--- config.mk ---
export PLATFORM = sky130hd
export DESIGN_NAME = adc_status_mode_regs
export DESIGN_NICKNAME = d
export VERILOG_FILES = /design/src/core/adc_status_mode_regs.v /design/src/core/pin_level_sync.v
export VERILOG_INCLUDE_DIRS = /design/src /design/src/core
export SDC_FILE = /design/constraint.sdc
export NUM_CORES = 1
export LEC_CHECK = 0
export ABC_CLOCK_PERIOD_IN_PS = 3230
export BUFFER_PORTS_ARGS = -buffer_cell sky130_fd_sc_hd__clkbuf_2
export CORE_UTILIZATION = 30
export CTS_BUF_LIST = sky130_fd_sc_hd__clkbuf_4
export DETAILED_ROUTE_END_ITERATION = 10
export SLEW_MARGIN = 20
export SYNTH_ARGS = -nofsm -noshare
export SYNTH_HDL_FRONTEND = slang
export SYNTH_HIERARCHICAL = 1
export SYNTH_SLANG_ARGS = --single-unit
--- constraint.sdc ---
create_clock -name CLOCK_I -period 3.23 [get_ports CLOCK_I]
set_input_delay 0.1615 -clock CLOCK_I [delete_from_list [all_inputs] [get_ports CLOCK_I]]
set_output_delay 0.1615 -clock CLOCK_I [all_outputs]
set_load 0.005 [all_outputs]
--- src/core/adc_regs_defs.vh ---
`ifndef ADC_REGS_DEFS_VH
`define ADC_REGS_DEFS_VH

// Register select codes carried in the command byte
`define RSEL_STATUS        2'h0
`define RSEL_MODE          2'h1
`define RSEL_FILTER        2'h2
`define RSEL_DATA          2'h3

// Command byte field positions (the write-gate bit is shifted first)
`define CMD_RSEL_HI        5
`define CMD_RSEL_LO        4
`define CMD_DIR_BIT        3
`define CMD_SEL_HI         1
`define CMD_SEL_LO         0

// Reset values
`define STATUS_RESET       8'h8C
`define MODE_RESET         8'h02
`define SEL_RESET          2'h0

// Operating config field positions
`define MODE_MD_HI         7
`define MODE_MD_LO         6
`define MODE_BURNOUT_BIT   3
`define MODE_UNIPOLAR_BIT  2
`define MODE_BUFFER_BIT    1

// Mask of bits that are stored; the rest always read zero
`define MODE_WRITE_MASK    8'hCE

// Operating mode codes; both codes with the upper bit set mean standby
`define OPMODE_CONTINUOUS  2'h0
`define OPMODE_SINGLE      2'h1

// Fixed marker bits of the status byte
`define STATUS_FIXED       2'h3

// Transfer lengths in serial bits
`define LEN_COMMAND        5'h07
`define LEN_BYTE           5'h08
`define LEN_DATA           5'h18

`endif

--- src/core/adc_status_mode_regs.v ---
// Notes on behaviour
// - Status byte is read only
// - Status shifts out bit 7 first
// - Status reads 0x8C after reset
// - Ready flag low when result loaded
// - Ready flag high after data read or pre-update
// - Ready flag high on entering standby by config write
// - Serial output pin also shows ready
// - Error flag updates with ready flag on each new result
// - Error flag set on clamped result
// - Error flag cleared by conversion-starting write
// - Status bits 5:4 zero, 3:2 one
// - Status bits 1:0 show active input
// - Config byte read/write, select 01, resets 0x02
// - Config byte MSB first, fixed field layout
// - Config write restarts modulator, sets ready
// - Config controls coding, buffer, power-down
// - Command waits for zero gate bit, seven follow
// - Command bit 3 direction, bits 5:4 target
// - Input select encoding; change restarts filter
// - Mode select; single returns to power-down

`include "adc_regs_defs.vh"

`default_nettype none

module adc_status_mode_regs (
    input  wire        CLOCK_I,           // System clock, 200 MHz
    input  wire        NRST_I,            // Synchronous reset, active low
    input  wire        SCLK_I,            // Serial clock pin, idles high
    input  wire        DIN_I,             // Serial data in pin
    input  wire        CS_N_I,            // Chip select pin, active low
    input  wire        CONV_DONE_I,       // Pulse: new result loaded in data reg
    input  wire        CONV_CLAMP_I,      // With CONV_DONE_I: result clamped
    input  wire        PRE_UPDATE_I,      // Pulse: data reg about to be overwritten
    input  wire [23:0] DATA_I,            // Current data register contents
    output reg         DOUT_O,            // Shared serial out / ready pin level
    output reg         DOUT_OE_O,         // High while the pin is driven
    output reg  [1:0]  OPERATING_MODE_SELECT_O, // Mode select field
    output reg         BURNOUT_CURRENT_ENABLE_O,// Burnout sources on
    output reg         UNIPOLAR_O,        // Unipolar coding when high
    output reg         BUFFER_EN_O,       // Input buffer on
    output reg  [1:0]  INPUT_SELECT_O,    // Active input selection
    output reg         POWER_DOWN_O,      // Converter powered down
    output reg         RESTART_O          // Pulse: reset modulator and filter
);

    // Serial engine states
    localparam [1:0] ST_GATE  = 2'h0;     // Waiting for the zero gate bit
    localparam [1:0] ST_CMD   = 2'h1;     // Collecting seven command bits
    localparam [1:0] ST_WRITE = 2'h2;     // Shifting a register write in
    localparam [1:0] ST_READ  = 2'h3;     // Shifting a register read out

    // Reset image of the status byte; the ready flag starts from its top bit
    localparam [7:0] STATUS_INIT = `STATUS_RESET;

    // Bits moved by an access to a given register
    function [4:0] access_len;
        input [1:0] rsel;
        begin
            if (rsel == `RSEL_DATA) begin
                access_len = `LEN_DATA;
            end else begin
                access_len = `LEN_BYTE;
            end
        end
    endfunction

    // Synchronised pins and edge detection
    wire [2:0] pins_sync;                 // {cs_n, sclk, din} after two flops
    wire       cs_n_s   = pins_sync[2];   // Chip select, synced
    wire       sclk_s   = pins_sync[1];   // Serial clock, synced
    wire       din_s    = pins_sync[0];   // Data in, synced
    reg        sclk_d;                    // Previous synced serial clock
    wire       sclk_rise = sclk_s & ~sclk_d & ~cs_n_s;
    wire       sclk_fall = ~sclk_s & sclk_d & ~cs_n_s;

    pin_level_sync #(
        .WIDTH (3)
    ) u_pin_sync (
        .clk_i   (CLOCK_I),
        .rst_n_i (NRST_I),
        .async_i ({CS_N_I, SCLK_I, DIN_I}),
        .sync_o  (pins_sync)
    );

    // Register state
    reg  [1:0]  state;                    // Serial engine state
    reg  [4:0]  bit_cnt;                  // Bits moved in this phase
    reg  [4:0]  bit_len;                  // Length of the current access
    reg  [5:0]  cmd_shift;                // First six command bits; the seventh is taken live
    reg  [1:0]  cur_rsel;                 // Target of the pending access
    reg  [7:0]  wr_shift;                 // Incoming write byte
    reg  [23:0] rd_shift;                 // Outgoing read bits, MSB at 23
    reg  [7:0]  op_config;                // Operating config storage
    reg  [1:0]  input_select;             // Active input selection
    reg         ready_n;                  // Ready flag, low = result waiting
    reg         err_flag;                 // Clamp error flag
    reg         single_busy;              // Single conversion in progress

    // Decoded views of the command byte as it completes: the last bit is
    // still on the data pin, so it is spliced in rather than read back
    wire [7:0]  cmd_byte  = {1'b0, cmd_shift, din_s};
    wire [1:0]  cmd_rsel  = cmd_byte[`CMD_RSEL_HI:`CMD_RSEL_LO];
    wire        cmd_read  = cmd_byte[`CMD_DIR_BIT];
    wire [1:0]  cmd_sel   = cmd_byte[`CMD_SEL_HI:`CMD_SEL_LO];
    wire [7:0]  next_wr   = {wr_shift[6:0], din_s};

    // Status byte; fixed markers never depend on state
    wire [7:0]  status_byte = {ready_n, err_flag, 2'h0,
                               `STATUS_FIXED, input_select};

    // Events raised by the serial engine this cycle
    wire cmd_done   = (state == ST_CMD) && sclk_rise &&
                      (bit_cnt == `LEN_COMMAND - 5'h01);
    wire write_done = (state == ST_WRITE) && sclk_rise &&
                      (bit_cnt == bit_len - 5'h01);
    wire read_done  = (state == ST_READ) && sclk_rise &&
                      (bit_cnt == bit_len - 5'h01);
    wire mode_write = write_done && (cur_rsel == `RSEL_MODE);
    wire data_read  = read_done && (cur_rsel == `RSEL_DATA);
    wire sel_change = cmd_done && (cmd_sel != input_select);

    // Mode byte about to be stored, reserved bits forced low
    wire [7:0] next_config = next_wr & `MODE_WRITE_MASK;
    wire [1:0] next_md     = next_config[`MODE_MD_HI:`MODE_MD_LO];

    // Edge history of the synced serial clock
    always @(posedge CLOCK_I) begin
        if (!NRST_I) begin
            sclk_d <= 1'b1;
        end else begin
            sclk_d <= sclk_s;
        end
    end

    // Serial engine: gate bit, command byte, then one register access
    always @(posedge CLOCK_I) begin
        if (!NRST_I) begin
            state     <= ST_GATE;
            bit_cnt   <= 5'h00;
            bit_len   <= `LEN_BYTE;
            cmd_shift <= 6'h00;
            cur_rsel  <= `RSEL_STATUS;
            wr_shift  <= 8'h00;
            rd_shift  <= 24'h000000;
        end else if (cs_n_s) begin
            // Deselect abandons any partial access
            state   <= ST_GATE;
            bit_cnt <= 5'h00;
        end else if (sclk_rise) begin
            case (state)
                ST_GATE: begin
                    // Ones leave the engine parked on the gate bit
                    if (!din_s) begin
                        state   <= ST_CMD;
                        bit_cnt <= 5'h00;
                    end
                end
                ST_CMD: begin
                    cmd_shift <= {cmd_shift[4:0], din_s};
                    bit_cnt   <= bit_cnt + 5'h01;
                    if (bit_cnt == `LEN_COMMAND - 5'h01) begin
                        bit_cnt  <= 5'h00;
                        cur_rsel <= cmd_rsel;
                        bit_len  <= access_len(cmd_rsel);
                        if (cmd_read) begin
                            // Load the selected register, MSB first
                            state <= ST_READ;
                            case (cmd_rsel)
                                `RSEL_STATUS: begin
                                    rd_shift <= {status_byte, 16'h0000};
                                end
                                `RSEL_MODE: begin
                                    rd_shift <= {op_config, 16'h0000};
                                end
                                `RSEL_DATA: begin
                                    rd_shift <= DATA_I;
                                end
                                default: begin
                                    // Filter storage lives elsewhere
                                    rd_shift <= 24'h000000;
                                end
                            endcase
                        end else if (cmd_rsel == `RSEL_STATUS ||
                                     cmd_rsel == `RSEL_DATA) begin
                            // Command-only write; status is never a target
                            state <= ST_GATE;
                        end else begin
                            state <= ST_WRITE;
                        end
                    end
                end
                ST_WRITE: begin
                    wr_shift <= next_wr;
                    bit_cnt  <= bit_cnt + 5'h01;
                    if (bit_cnt == bit_len - 5'h01) begin
                        state   <= ST_GATE;
                        bit_cnt <= 5'h00;
                    end
                end
                ST_READ: begin
                    rd_shift <= {rd_shift[22:0], 1'b0};
                    bit_cnt  <= bit_cnt + 5'h01;
                    if (bit_cnt == bit_len - 5'h01) begin
                        state   <= ST_GATE;
                        bit_cnt <= 5'h00;
                    end
                end
                default: begin
                    state   <= ST_GATE;
                    bit_cnt <= 5'h00;
                end
            endcase
        end
    end

    // Operating config storage and the fields it drives
    always @(posedge CLOCK_I) begin
        if (!NRST_I) begin
            op_config <= `MODE_RESET;
        end else if (mode_write) begin
            op_config <= next_config;
        end
    end

    // Field outputs follow the stored config one cycle later
    always @(posedge CLOCK_I) begin
        if (!NRST_I) begin
            OPERATING_MODE_SELECT_O  <= 2'h0;
            BURNOUT_CURRENT_ENABLE_O <= 1'b0;
            UNIPOLAR_O               <= 1'b0;
            BUFFER_EN_O              <= 1'b1;
        end else begin
            OPERATING_MODE_SELECT_O  <= op_config[`MODE_MD_HI:`MODE_MD_LO];
            BURNOUT_CURRENT_ENABLE_O <= op_config[`MODE_BURNOUT_BIT];
            UNIPOLAR_O               <= op_config[`MODE_UNIPOLAR_BIT];
            BUFFER_EN_O              <= op_config[`MODE_BUFFER_BIT];
        end
    end

    // Input selection is taken from every completed command byte
    always @(posedge CLOCK_I) begin
        if (!NRST_I) begin
            input_select   <= `SEL_RESET;
            INPUT_SELECT_O <= `SEL_RESET;
        end else begin
            if (cmd_done) begin
                input_select <= cmd_sel;
            end
            INPUT_SELECT_O <= input_select;
        end
    end

    // Restart pulse: config write or change of input selection
    always @(posedge CLOCK_I) begin
        if (!NRST_I) begin
            RESTART_O <= 1'b0;
        end else begin
            RESTART_O <= mode_write | sel_change;
        end
    end

    // Single conversion bookkeeping; a restart beats a finishing result
    always @(posedge CLOCK_I) begin
        if (!NRST_I) begin
            single_busy <= 1'b0;
        end else if (mode_write) begin
            single_busy <= (next_md == `OPMODE_SINGLE);
        end else if (sel_change) begin
            single_busy <= single_busy;
        end else if (CONV_DONE_I) begin
            single_busy <= 1'b0;
        end
    end

    // Power-down: standby codes, or single mode with nothing in flight
    always @(posedge CLOCK_I) begin
        if (!NRST_I) begin
            POWER_DOWN_O <= 1'b0;
        end else begin
            POWER_DOWN_O <= op_config[`MODE_MD_HI] |
                            ((op_config[`MODE_MD_HI:`MODE_MD_LO] == `OPMODE_SINGLE) &
                             ~single_busy);
        end
    end

    // Ready flag: a fresh result wins over any set event in the same cycle
    always @(posedge CLOCK_I) begin
        if (!NRST_I) begin
            // Taken from the status image so the two never disagree
            ready_n <= STATUS_INIT[7];
        end else if (CONV_DONE_I) begin
            ready_n <= 1'b0;
        end else if (data_read | PRE_UPDATE_I) begin
            ready_n <= 1'b1;
        end else if (mode_write) begin
            // Covers entry to standby as well as a config-write restart, not an input change
            ready_n <= 1'b1;
        end
    end

    // Error flag moves with the ready flag on each new result
    always @(posedge CLOCK_I) begin
        if (!NRST_I) begin
            err_flag <= 1'b0;
        end else if (CONV_DONE_I) begin
            err_flag <= CONV_CLAMP_I;
        end else if (mode_write | sel_change) begin
            err_flag <= 1'b0;
        end
    end

    // Shared output pin: read bits while shifting, otherwise the ready flag
    always @(posedge CLOCK_I) begin
        if (!NRST_I) begin
            DOUT_O    <= 1'b1;
            DOUT_OE_O <= 1'b0;
        end else if (cs_n_s) begin
            // Released while deselected so other parts can share the line
            DOUT_O    <= 1'b1;
            DOUT_OE_O <= 1'b0;
        end else begin
            DOUT_OE_O <= 1'b1;
            if (state == ST_READ) begin
                // New bit after a falling edge, stable at the next rise
                if (sclk_fall) begin
                    DOUT_O <= rd_shift[23];
                end
            end else begin
                DOUT_O <= ready_n;
            end
        end
    end

endmodule // adc_status_mode_regs

`default_nettype wire

--- src/core/pin_level_sync.v ---
`default_nettype none

// Two-flop synchroniser for a group of independent pin levels
module pin_level_sync #(
    parameter WIDTH = 3
) (
    input  wire             clk_i,
    input  wire             rst_n_i,
    input  wire [WIDTH-1:0] async_i,
    output reg  [WIDTH-1:0] sync_o
);

    reg [WIDTH-1:0] meta;   // First stage, read only by the second stage

    genvar g;
    generate
        for (g = 0; g < WIDTH; g = g + 1) begin : g_bit
            // Each pin gets its own pair; they may resolve one cycle apart
            always @(posedge clk_i) begin
                if (!rst_n_i) begin
                    meta[g]   <= 1'b1;
                    sync_o[g] <= 1'b1;
                end else begin
                    meta[g]   <= async_i[g];
                    sync_o[g] <= meta[g];
                end
            end
        end
    endgenerate

endmodule // pin_level_sync

`default_nettype wire

## After elaboration in Yosys (flattened, before gate mapping)

Index checks and enable logic that the tools add are counted.

- Flip-flop bits (word level): 78
- Input port bits: 32
- Output and inout port bits: 11
- Logic and storage cells: 112

- $add $sub $neg: 2
- Eq/ne operators: 18
- Mux-type cells: 26
- Bitwise logic cells: 13
- Reductions and logical operators: 25

Operators with widths:

| operator | number |
|---|---|
| $pmux W24 S3 | 1 |
| $mux W24 | 2 |
| $pmux W24 S2 | 1 |
| $mux W5 | 4 |
| $pmux W5 S3 | 1 |
| $mux W1 | 11 |
| $eq A2 B1 Y1 const B | 5 |
| $mux W2 | 5 |
| $logic_and A1 B1 Y1 | 9 |
| $eq A2 B2 Y1 const B | 4 |
| $ne A2 B2 Y1 const B | 4 |
| $reduce_and A4 Y1 | 2 |
| $pmux W2 S3 | 1 |
| $reduce_and A3 Y1 | 2 |
| $reduce_bool A2 Y1 | 3 |
| $add A5 B1 Y5 const B | 1 |
| $and A1 B1 Y1 | 5 |
| $eq A5 B3 Y1 const B | 1 |
| $eq A5 B5 Y1 | 1 |
| $not A1 Y1 | 5 |
| $reduce_and A5 Y1 | 1 |
| $sub A5 B1 Y5 const B | 1 |
| $logic_not A2 Y1 | 2 |
| $ne A2 B1 Y1 const B | 2 |
| 6 further kinds | 10 |

## Logic depth before layout (Yosys ltp)

Gate-level depths: netlist of run 1.

- Depth after elaboration: 9
- Mapped depth: 7
- Mapped depth without buffers: 6

## Cells and area by module

The synthesis of run 1 kept the hierarchy.

Modules (own cells, without submodules):

| module | times used | cells an instance | area each (um2) | sequential area each (um2) |
|---|---|---|---|---|
| adc_status_mode_regs | 1 | 348 | 3,130.5 | 1,361.3 |
| pin_level_sync | 1 | 12 | 157.7 | 120.1 |

## Worst setup path before layout of run 1

Ideal clock, no wire load.

- Kind: reg2reg
- From: register u_pin_sync.sync_o[1]
- To: register op_config[2]
- Library setup time: 0.132 ns
- Arrival: 1.558 ns
- Required time: 3.098 ns
- Setup slack: 1.540 ns
- Cell stages (with the launch flop): 6
- Buffers on the path: 1
- Period minus slack after synthesis: 1.690 ns
- Path through: dfxtp_1 > or3b_4 > buf_6 > or4b_4 > o21ai_1 > a21oi_1

- Cells in the longest elaborated chain, start to end: 5

RTL lines:

| what | RTL line | RTL |
|---|---|---|
| from (decl) | pin_level_sync.v:10 | `output reg [WIDTH-1:0] sync_o` |
| from (signal, indexed assignment) | pin_level_sync.v:25 | `sync_o[g] <= meta[g];` |
| $and A1 B1 Y1 (2 in a row) | adc_status_mode_regs.v:75 | `wire sclk_rise = sclk_s & ~sclk_d & ~cs_n_s;` |
| $logic_and A1 B1 Y1 (2 in a row) | adc_status_mode_regs.v:116 | `wire write_done = (state == ST_WRITE) && sclk_rise &&` |
| $logic_and A1 B1 Y1 | adc_status_mode_regs.v:120 | `` wire mode_write = write_done && (cur_rsel == `RSEL_MODE); `` |
| to (signal assigned) | adc_status_mode_regs.v:221 | `` op_config <= `MODE_RESET; `` |
| to (signal assigned) | adc_status_mode_regs.v:223 | `op_config <= next_config;` |
| to (decl) | adc_status_mode_regs.v:95 | `reg [7:0] op_config;` |

Every way passes these cells.
A chain may end at the register's enable or synchronous reset.

## Worst setup path after layout of run 1

- From: register cmd_shift[3]
- To: register rd_shift[22]

- Cells in the longest elaborated chain, start to end: 5
- Elaborated cells between the ends (all ways): 7
- Classes of those cells: eq/ne: 2; mux: 4; reduce/logical: 1

RTL lines:

| what | RTL line | RTL |
|---|---|---|
| from (decl) | adc_status_mode_regs.v:91 | `reg [5:0] cmd_shift;` |
| from (signal assigned) | adc_status_mode_regs.v:161 | `cmd_shift <= {cmd_shift[4:0], din_s};` |
| $eq A2 B2 Y1, or another cell as far along | adc_status_mode_regs.v:170 | `case (cmd_rsel)` |
| $pmux W24 S3 (*) | adc_status_mode_regs.v:170 |  |
| $mux W24 (*) | adc_status_mode_regs.v:167 | `if (cmd_read) begin` |
| $mux W24 (*) | adc_status_mode_regs.v:163 | `` if (bit_cnt == `LEN_COMMAND - 5'h01) begin `` |
| $pmux W24 S2 (*) | adc_status_mode_regs.v:152 | `case (state)` |
| to (signal assigned) | adc_status_mode_regs.v:172 | `rd_shift <= {status_byte, 16'h0000};` |
| to (signal assigned) | adc_status_mode_regs.v:175 | `rd_shift <= {op_config, 16'h0000};` |
| to (signal assigned) | adc_status_mode_regs.v:203 | `rd_shift <= {rd_shift[22:0], 1'b0};` |
| to (decl) | adc_status_mode_regs.v:94 | `reg [23:0] rd_shift;` |

Every way passes the cells marked *; elsewhere a longest branch is shown, timed or not. The select of a mux whose other input is x is not followed.

==> summary.md, run 1 <==
| Metric | Value |
|---|---|
| Pwr/cell area | `399 mW/mm²` |
| Seq/Total Area, Yosys | `45.1%` |
| Initial drt markers | `234` |
| Post-DP HPWL | `5260 µm` |
| Max Cap Viol | `0` |
| Worst vdd ir | `0.000206 V` |
| Drt pass-1 iters | `5` |
| Most used DFF post-synth | `dfxtp_1` |
| Hold Crit Class | `input pin to flip-flop` |
| EDFF count, synth | `0` |
| Skew final | `0.0222 ns` |
| Gr ovfl total | `0` |
| Measured slew at the worst slew-check pin | `0.844 ns` |
| Tmin final | `2.01 ns` |
| TritonCTS Buffers | `9` |
| Core ar. | `0.0105 mm²` |
| Layout cell share with drive strength beyond 1 | `18.1%` |
| Port bufs | `42` |
| N_diodes | `0` |
| Period utilization | `62.3%` |
| CP required | `3.59 ns` |
| Most common cell in the synthesized netlist | `dfxtp_1` |
| Critical path arrival | `2.37 ns` |
| Leakage | `1.45 nW` |
| H-tree Lvls | `3` |
| CTS max path bufs | `2` |
| Finished Layout Cells | `551` |
| Status | `completed` |
| I/O pin total | `43` |
| # rows | `37` |
| Initial Util | `31.4%` |
| Number of global-route vias before repair | `2669` |
| Final net count | `448` |
| Die height | `107 µm` |
| Yosys reg bits | `74` |
| Syn avg cell area | `9.13 µm²` |
| Area Overhead vs Synth | `19.2%` |
| CP Max Fanout | `25` |
| Reg area | `0.00148 mm²` |
| RSZ-0062 raised after global routing | `false` |
| Root buf cell | `clkbuf_4` |
| Routed vias | `2854` |
| Area leader, netlist | `dfxtp_1` |
| Worst setup EP type | `flip-flop` |
| Clock tree sinks | `74` |
| Vias per cell | `5.18` |
| Synth area leaders | `dfxtp_1 (45%), a21oi_1 (5.9%), mux2i_1 (5.5%), a311oi_1 (4.8%), nand3_1 (4.4%)` |
| YS warnings | `6` |
| Setup TNS | `0 ns` |
| Cell Area, Synth | `0.00329 mm²` |
| FFs w/ async S/R, synth | `0%` |
| Dpl cells | `514` |
| Detailed-route DRC error count | `0` |
| Initial antenna violation count | `0` |
| Post-layout util | `37.5%` |
| Largest net degree at the start of global routing | `46` |
| Slew Limit Fails | `0` |
| Fillers | `1082` |
| Post-DRT Antenna Nets | `0` |
| Max Fclk | `497 MHz` |
| Setup Buffers After CTS | `0` |
| Routed len/inst | `14.6 µm` |
| Multi-input gate area | `0.00165 mm²` |
| Final setup violation count | `0` |
| Synthesized Nets | `398` |
| Synth top area share | `45.1%` |
| Crit path kind | `flip-flop to flip-flop` |
| GRT Resource Usage Total | `14.8%` |
| Die ar. | `0.0114 mm²` |
| CP Launch Type | `flip-flop` |
| Post-Synthesis Cells | `360` |
| TritonCTS clock tree | `built` |
| DRT Wirelength | `8040 µm` |
| Die Width | `107 µm` |
| Clk pin slew, worst setup/hold paths | `0.13 ns` |
| Clock Latency Late Sink | `0.44 ns` |
| Final Hold Viols | `0` |
| Total power | `1.56 mW` |
| Slew headroom | `43.8%` |
| GP Congestion | `0.766` |
| First-pass GRT wire length | `13200 µm` |
| Post-synth top cells | `dfxtp_1 (74), a21oi_1 (39), nand3_1 (29), nand2_1 (27), nor2_1 (21)` |
| Number of library cell types mapped by synthesis | `52` |
## state kept, by name, indices dropped and copies added, names as in the netlist, 3 cells and up
| register | cells |
|---|---|
| rd_shift | 24 |
| wr_shift | 7 |
| bit_cnt | 5 |
| cmd_shift | 5 |
| op_config | 5 |
| u_pin_sync/meta | 3 |
| u_pin_sync/sync_o | 3 |
## cell type report
| cell class | count | share of cell area, % |
|---|---|---|
| Clock inverter | 7 | 1.79 |
| Sequential cell | 74 | 37.8 |
| Multi-Input combinational cell | 250 | 42.0 |
| Timing Repair Buffer | 68 | 11.7 |
| Clock buffer | 9 | 1.72 |
| Inverter | 7 | 0.670 |
| Tap cell | 136 | 4.34 |
## power by group
part           total (mW)  switching (mW)  leakage [nW]  internal (mW)
sequential          0.923         0.00449         0.598          0.918
clock               0.571           0.337        0.0773          0.235
combinational      0.0690          0.0310         0.774         0.0380
## critical path: stages (launching register included)
cell	delay, ns
dfxtp_1	0.49
ha_1	0.76
a222oi_1	0.25
nor3_1	0.18
a21oi_1	0.06
a211oi_1	0.21
## routing by layer
| layer | global-route usage (%) | vias to the layer above | wire length, µm |
|---|---|---|---|
| met5 | 0 | - | 0 |
| met4 | 4.79 | 0 | 127 |
| met3 | 3.83 | 18 | 384 |
| met2 | 24.0 | 82 | 3720 |
| met1 | 19.0 | 1343 | 3800 |
| li1 | - | 1411 | - |
## logic make-up after synthesis
| family | synth area share, % |
|---|---|
| flip-flops | 45.1 |
| multiplexers | 5.48 |
| AO/OA/AOI/OAI | 19.9 |
| XOR/XNOR | 0.799 |
| adder cells (fa/ha/maj) | 2.28 |
| AND/OR/NAND/NOR | 21.5 |
| buffers and inverters | 5.02 |
## layout by cell type, fill, tap and decap left out, drive strengths merged, types with 2 or more instances in the layout
master,netlist,routed
a222oi,3,3
nand2b,11,11
inv,7,7
nor2b,3,3
nand2,27,27
or3,3,3
a21oi,39,39
nor4b,3,3
clkinv,0,6
a311oi,18,18
a211oi,6,6
o21ai,13,13
or4b,2,2
o31ai,2,2
nor2,21,21
nor3,5,5
ha,6,6
dlygate4sd3,0,21
clkbuf,19,51
o211ai,5,5
dfxtp,74,74
or4,2,2
nand3,29,29
mux2i,18,18
nand3b,2,2
buf,10,5
a31oi,2,2
xnor2,2,2
and2,7,7
nor3b,4,4
o2111ai,2,2
a22o,2,2
## stage by stage
stage                     hold WS [ns]  setup WS [ns]  cell area, µm²
after floorplan                  0.235           1.54            3290
after global placement           0.349           1.28            3570
after detailed placement         0.349           1.21            3570
after CTS                       0.0330           1.23            3920
after global routing            0.0642          0.993            3920
final                           0.0412           1.22            3920
## repair_timing
action / CTS / global route
gates resized for setup: 0 / 0
endpoints found under the hold margin: 21 / 0
hold buffers: 21 / 0
## path summary, 6_finish.rpt
check	slack, ns	to	startpoint	cells past startpoint
min	0.04	ready_n	PRE_UPDATE_I	3
min reg2reg	0.42	u_pin_sync/sync_o[1]	u_pin_sync/meta[1]	1
max reg2reg	1.22	rd_shift[22]	cmd_shift[3]	5
max	1.22	rd_shift[22]	cmd_shift[3]	5
Note: power is estimated with default switching activity, not from simulation.
==> run 2: changes to the inputs <==
- ABC_CLOCK_PERIOD_IN_PS: 3230 -> 1790
- clock period: 3.23 -> 1.79 ns (I/O delays scaled with it)
==> run 2 against run 1 <==
Net effect: design area increased by 7.4%; cell count increased by 3.6%; count of clock-buffer cells in the layout increased by 1; global-route usage increased by 0.40 points; worst hold slack improved by 0.0015 ns; total power increased by 92%; clock power increased by 110%; clock skew decreased by 0.0029 ns; die area unchanged; worst setup slack got worse by 1.2 ns; non-clock buffer count increased by 20; sequential power increased by 81%; critical path type unchanged; critical endpoint is now err_flag; highest routed layer unchanged.
==> summary.md, run 2 (synthesized netlist as in run 1, its figures left out) <==
| Metric | Value |
|---|---|
| Worst setup startpoint | `sclk_d` |
| Reg with most FFs | `rd_shift` |
| Post-DRT Antenna Nets | `0 (unchanged)` |
| CP required | `2.11 ns (-1.48 ns)` |
| Largest net degree at the start of global routing | `40 (-13%)` |
| GRT Resource Usage Total | `15.2% (+0.40 points)` |
| Skew final | `0.0193 ns (-0.00290 ns)` |
| Period utilization | `96.9% (+35 points)` |
| # rows | `37 (unchanged)` |
| PnR worst setup slack | `0.0558 ns (-1.16 ns)` |
| DRT Wirelength | `8360 µm (+4.0%)` |
| Post-Place Worst Slack | `-0.000222 ns (-1.21 ns)` |
| I/O pin total | `43 (unchanged)` |
| GRT busiest layer | `met2` |
| GR met2 Demand/Resource | `23.9% (-0.046 points)` |
| Worst setup EP type | `flip-flop` |
| Setup TNS | `0 ns (unchanged)` |
| Area after DPL | `0.00375 mm² (+5.1%)` |
| Clock network fraction of total power | `40.0% (+3.5 points)` |
| Total power | `3.00 mW (+92%)` |
| Slew Limit Fails | `0 (unchanged)` |
| Core ar. | `0.0105 mm² (unchanged)` |
| CP Launch Type | `flip-flop` |
| P_sw | `0.686 mW (+84%)` |
| Register-to-Register Path Depth | `4 (-1)` |
| Grt met1 use | `20.2% (+1.2 points)` |
| Status | `completed` |
| Tmin final | `1.73 ns (-0.277 ns)` |
| Hold Crit Depth | `4 (+1)` |
| Crit path kind | `flip-flop to flip-flop` |
| Detailed-route DRC error count | `0 (unchanged)` |
| Initial antenna violation count | `0 (unchanged)` |
| Pwr/cell area | `713 mW/mm² (+79%)` |
| Reg2reg setup slack | `0.06 ns (-1.16 ns)` |
| RR Endpoint | `err_flag` |
| Final instance area | `0.00421 mm² (+7.4%)` |
| Net Sw Frac | `22.9% (-0.96 points)` |
| Worst vdd ir | `0.000257 V (+25%)` |
| Root buf cell | `clkbuf_4` |
| Max Cap Viol | `0 (unchanged)` |
| Hold Crit Class | `input pin to flip-flop` |
| CTS max path bufs | `2 (unchanged)` |
| Final net count | `468 (+4.5%)` |
| Area Overhead vs Synth | `28.1%` |
| RR Startpoint | `sclk_d` |
| Crit path max-delay cell type | `or3b_4` |
| Clock Latency Late Sink | `0.43 ns (about the same)` |
| Largest registers | `rd_shift: 24 flops, wr_shift: 7 flops` |
| H-tree Lvls | `3 (unchanged)` |
| Die Width | `107 µm (unchanged)` |
| Max Fclk | `577 MHz (+16%)` |
| Initial drt markers | `149 (-36%)` |
| Clock tree sinks | `74 (unchanged)` |
| Initial Util | `31.4% (unchanged)` |
| Layout cell share with drive strength beyond 1 | `23.9% (+5.8 points)` |
| Met3 GRT Util | `3.47% (-0.36 points)` |
| Measured slew at the worst slew-check pin | `0.433 ns (-0.411 ns)` |
| RSZ-0062 raised after global routing | `false` |
| First-pass GRT wire length | `13500 µm (+2.1%)` |
| N_diodes | `0 (unchanged)` |
| Final setup violation count | `0 (unchanged)` |
| Gr ovfl total | `0 (unchanged)` |
| WHS Endpoint | `ready_n` |
| Critical-path cell list | `or3b_4 > nor4b_4 > a21oi_1 > a32o_1` |
| HP Start | `CONV_DONE_I` |
| Power Internal | `2.32 mW (+95%)` |
| Routed vias | `2986 (+4.6%)` |
| Seq pwr share | `55.5% (-3.5 points)` |
| Die height | `107 µm (unchanged)` |
| Critical path arrival | `2.05 ns (-0.32 ns)` |
| Number of global-route vias before repair | `2772 (+3.9%)` |
| TritonCTS clock tree | `built` |
| GP Congestion | `0.867 (+13%)` |
| Final Hold Viols | `0 (unchanged)` |
| Max reg flops | `24 (unchanged)` |
| Leakage | `1.57 nW (+8.4%)` |
| CP Max Fanout | `8 (-68%)` |
| Fillers | `1057 (-2.3%)` |
| CP peak stage delay | `0.48 ns (-0.28 ns)` |
| Post-DP HPWL | `5630 µm (+7.1%)` |
| Logic pwr share | `4.5% (about the same)` |
| Slew headroom | `71.0% (+27 points)` |
| Clk pin slew, worst setup/hold paths | `0.12 ns (about the same)` |
| Port bufs | `42 (unchanged)` |
| Die ar. | `0.0114 mm² (unchanged)` |
| Most frequent cells in the layout | `dfxtp_1 (70), clkbuf_2 (42), a21oi_1 (39), nand3_1 (29), nand2_1 (27)` |
| Most common cell after layout, fill and taps aside | `dfxtp_1` |
| TritonCTS Buffers | `9 (unchanged)` |
| Routed len/inst | `14.6 µm (+0.36%)` |
| Drt pass-1 iters | `5 (unchanged)` |
| Vias per cell | `5.23 (+0.96%)` |
[run 2: final cells by class]
cell class,instances,area [µm²],area share (%)
multi-input combinational,250,1690,40.1
inverter,7,26.3,0.624
sequential,74,1490,35.3
clock buffer,10,75.1,1.78
timing repair buffer,88,673,16.0
tap,136,170,4.04
clock inverter,6,91.3,2.17
[run 2: stage by stage]
step	utilization, %	hold WS, ns	std cells
after floorplan	-	0.163	360
after global placement	35.9	0.270	530
after detailed placement	35.9	0.272	530
after CTS	39.8	0.0124	569
after global routing	40.3	0.0416	571
final	40.3	0.0427	571
[run 2: metal layers]
metal	wire, µm	vias up
li1	-	1454
met1	3960	1440
met2	3940	78
met3	319	14
met4	143	0
met5	0	-
[run 2: worst max-delay path, delay by kind of cell, from the launching register on]
kind / cells / cell delay, ns
AO/OA/AOI/OAI: 2 / 0.42
AND/OR/NAND/NOR: 2 / 0.86
flip-flops: 1 / 0.35
[run 2: power by group through the flow]
stage / Sequential (mW) / Combinational [mW] / Clock (mW)
2_1_floorplan: 1.70 / 0.0389 / 0
3_3_place_gp: 1.70 / 0.0968 / 0
3_5_place_dp: 1.70 / 0.0972 / 0
4_1_cts: 1.67 / 0.135 / 1.24
5_1_grt: 1.67 / 0.148 / 1.32
6_report: 1.67 / 0.135 / 1.20
[run 2: how the worst max path moves through the flow]
stage	end	slack (ns)	cells past startpoint
2_1_floorplan	op_config[2]	0.1	5
3_3_place_gp	bit_cnt[1]	0.07	6
3_5_place_dp	bit_cnt[1]	-0.0002	6
4_1_cts	rd_shift[21]	0.003	7
5_1_grt	op_config[2]	0.003	4
6_report	err_flag	0.06	4
[run 2: timing repair]
item                                   4_1_cts  5_1_grt
pin swaps                                    1        4
resized for setup                            2       11
setup buffers                                1        2
endpoints found under the hold margin       22        0
setup endpoints to repair                    4       36
hold buffers                                22        0
gates cloned                                 0        0
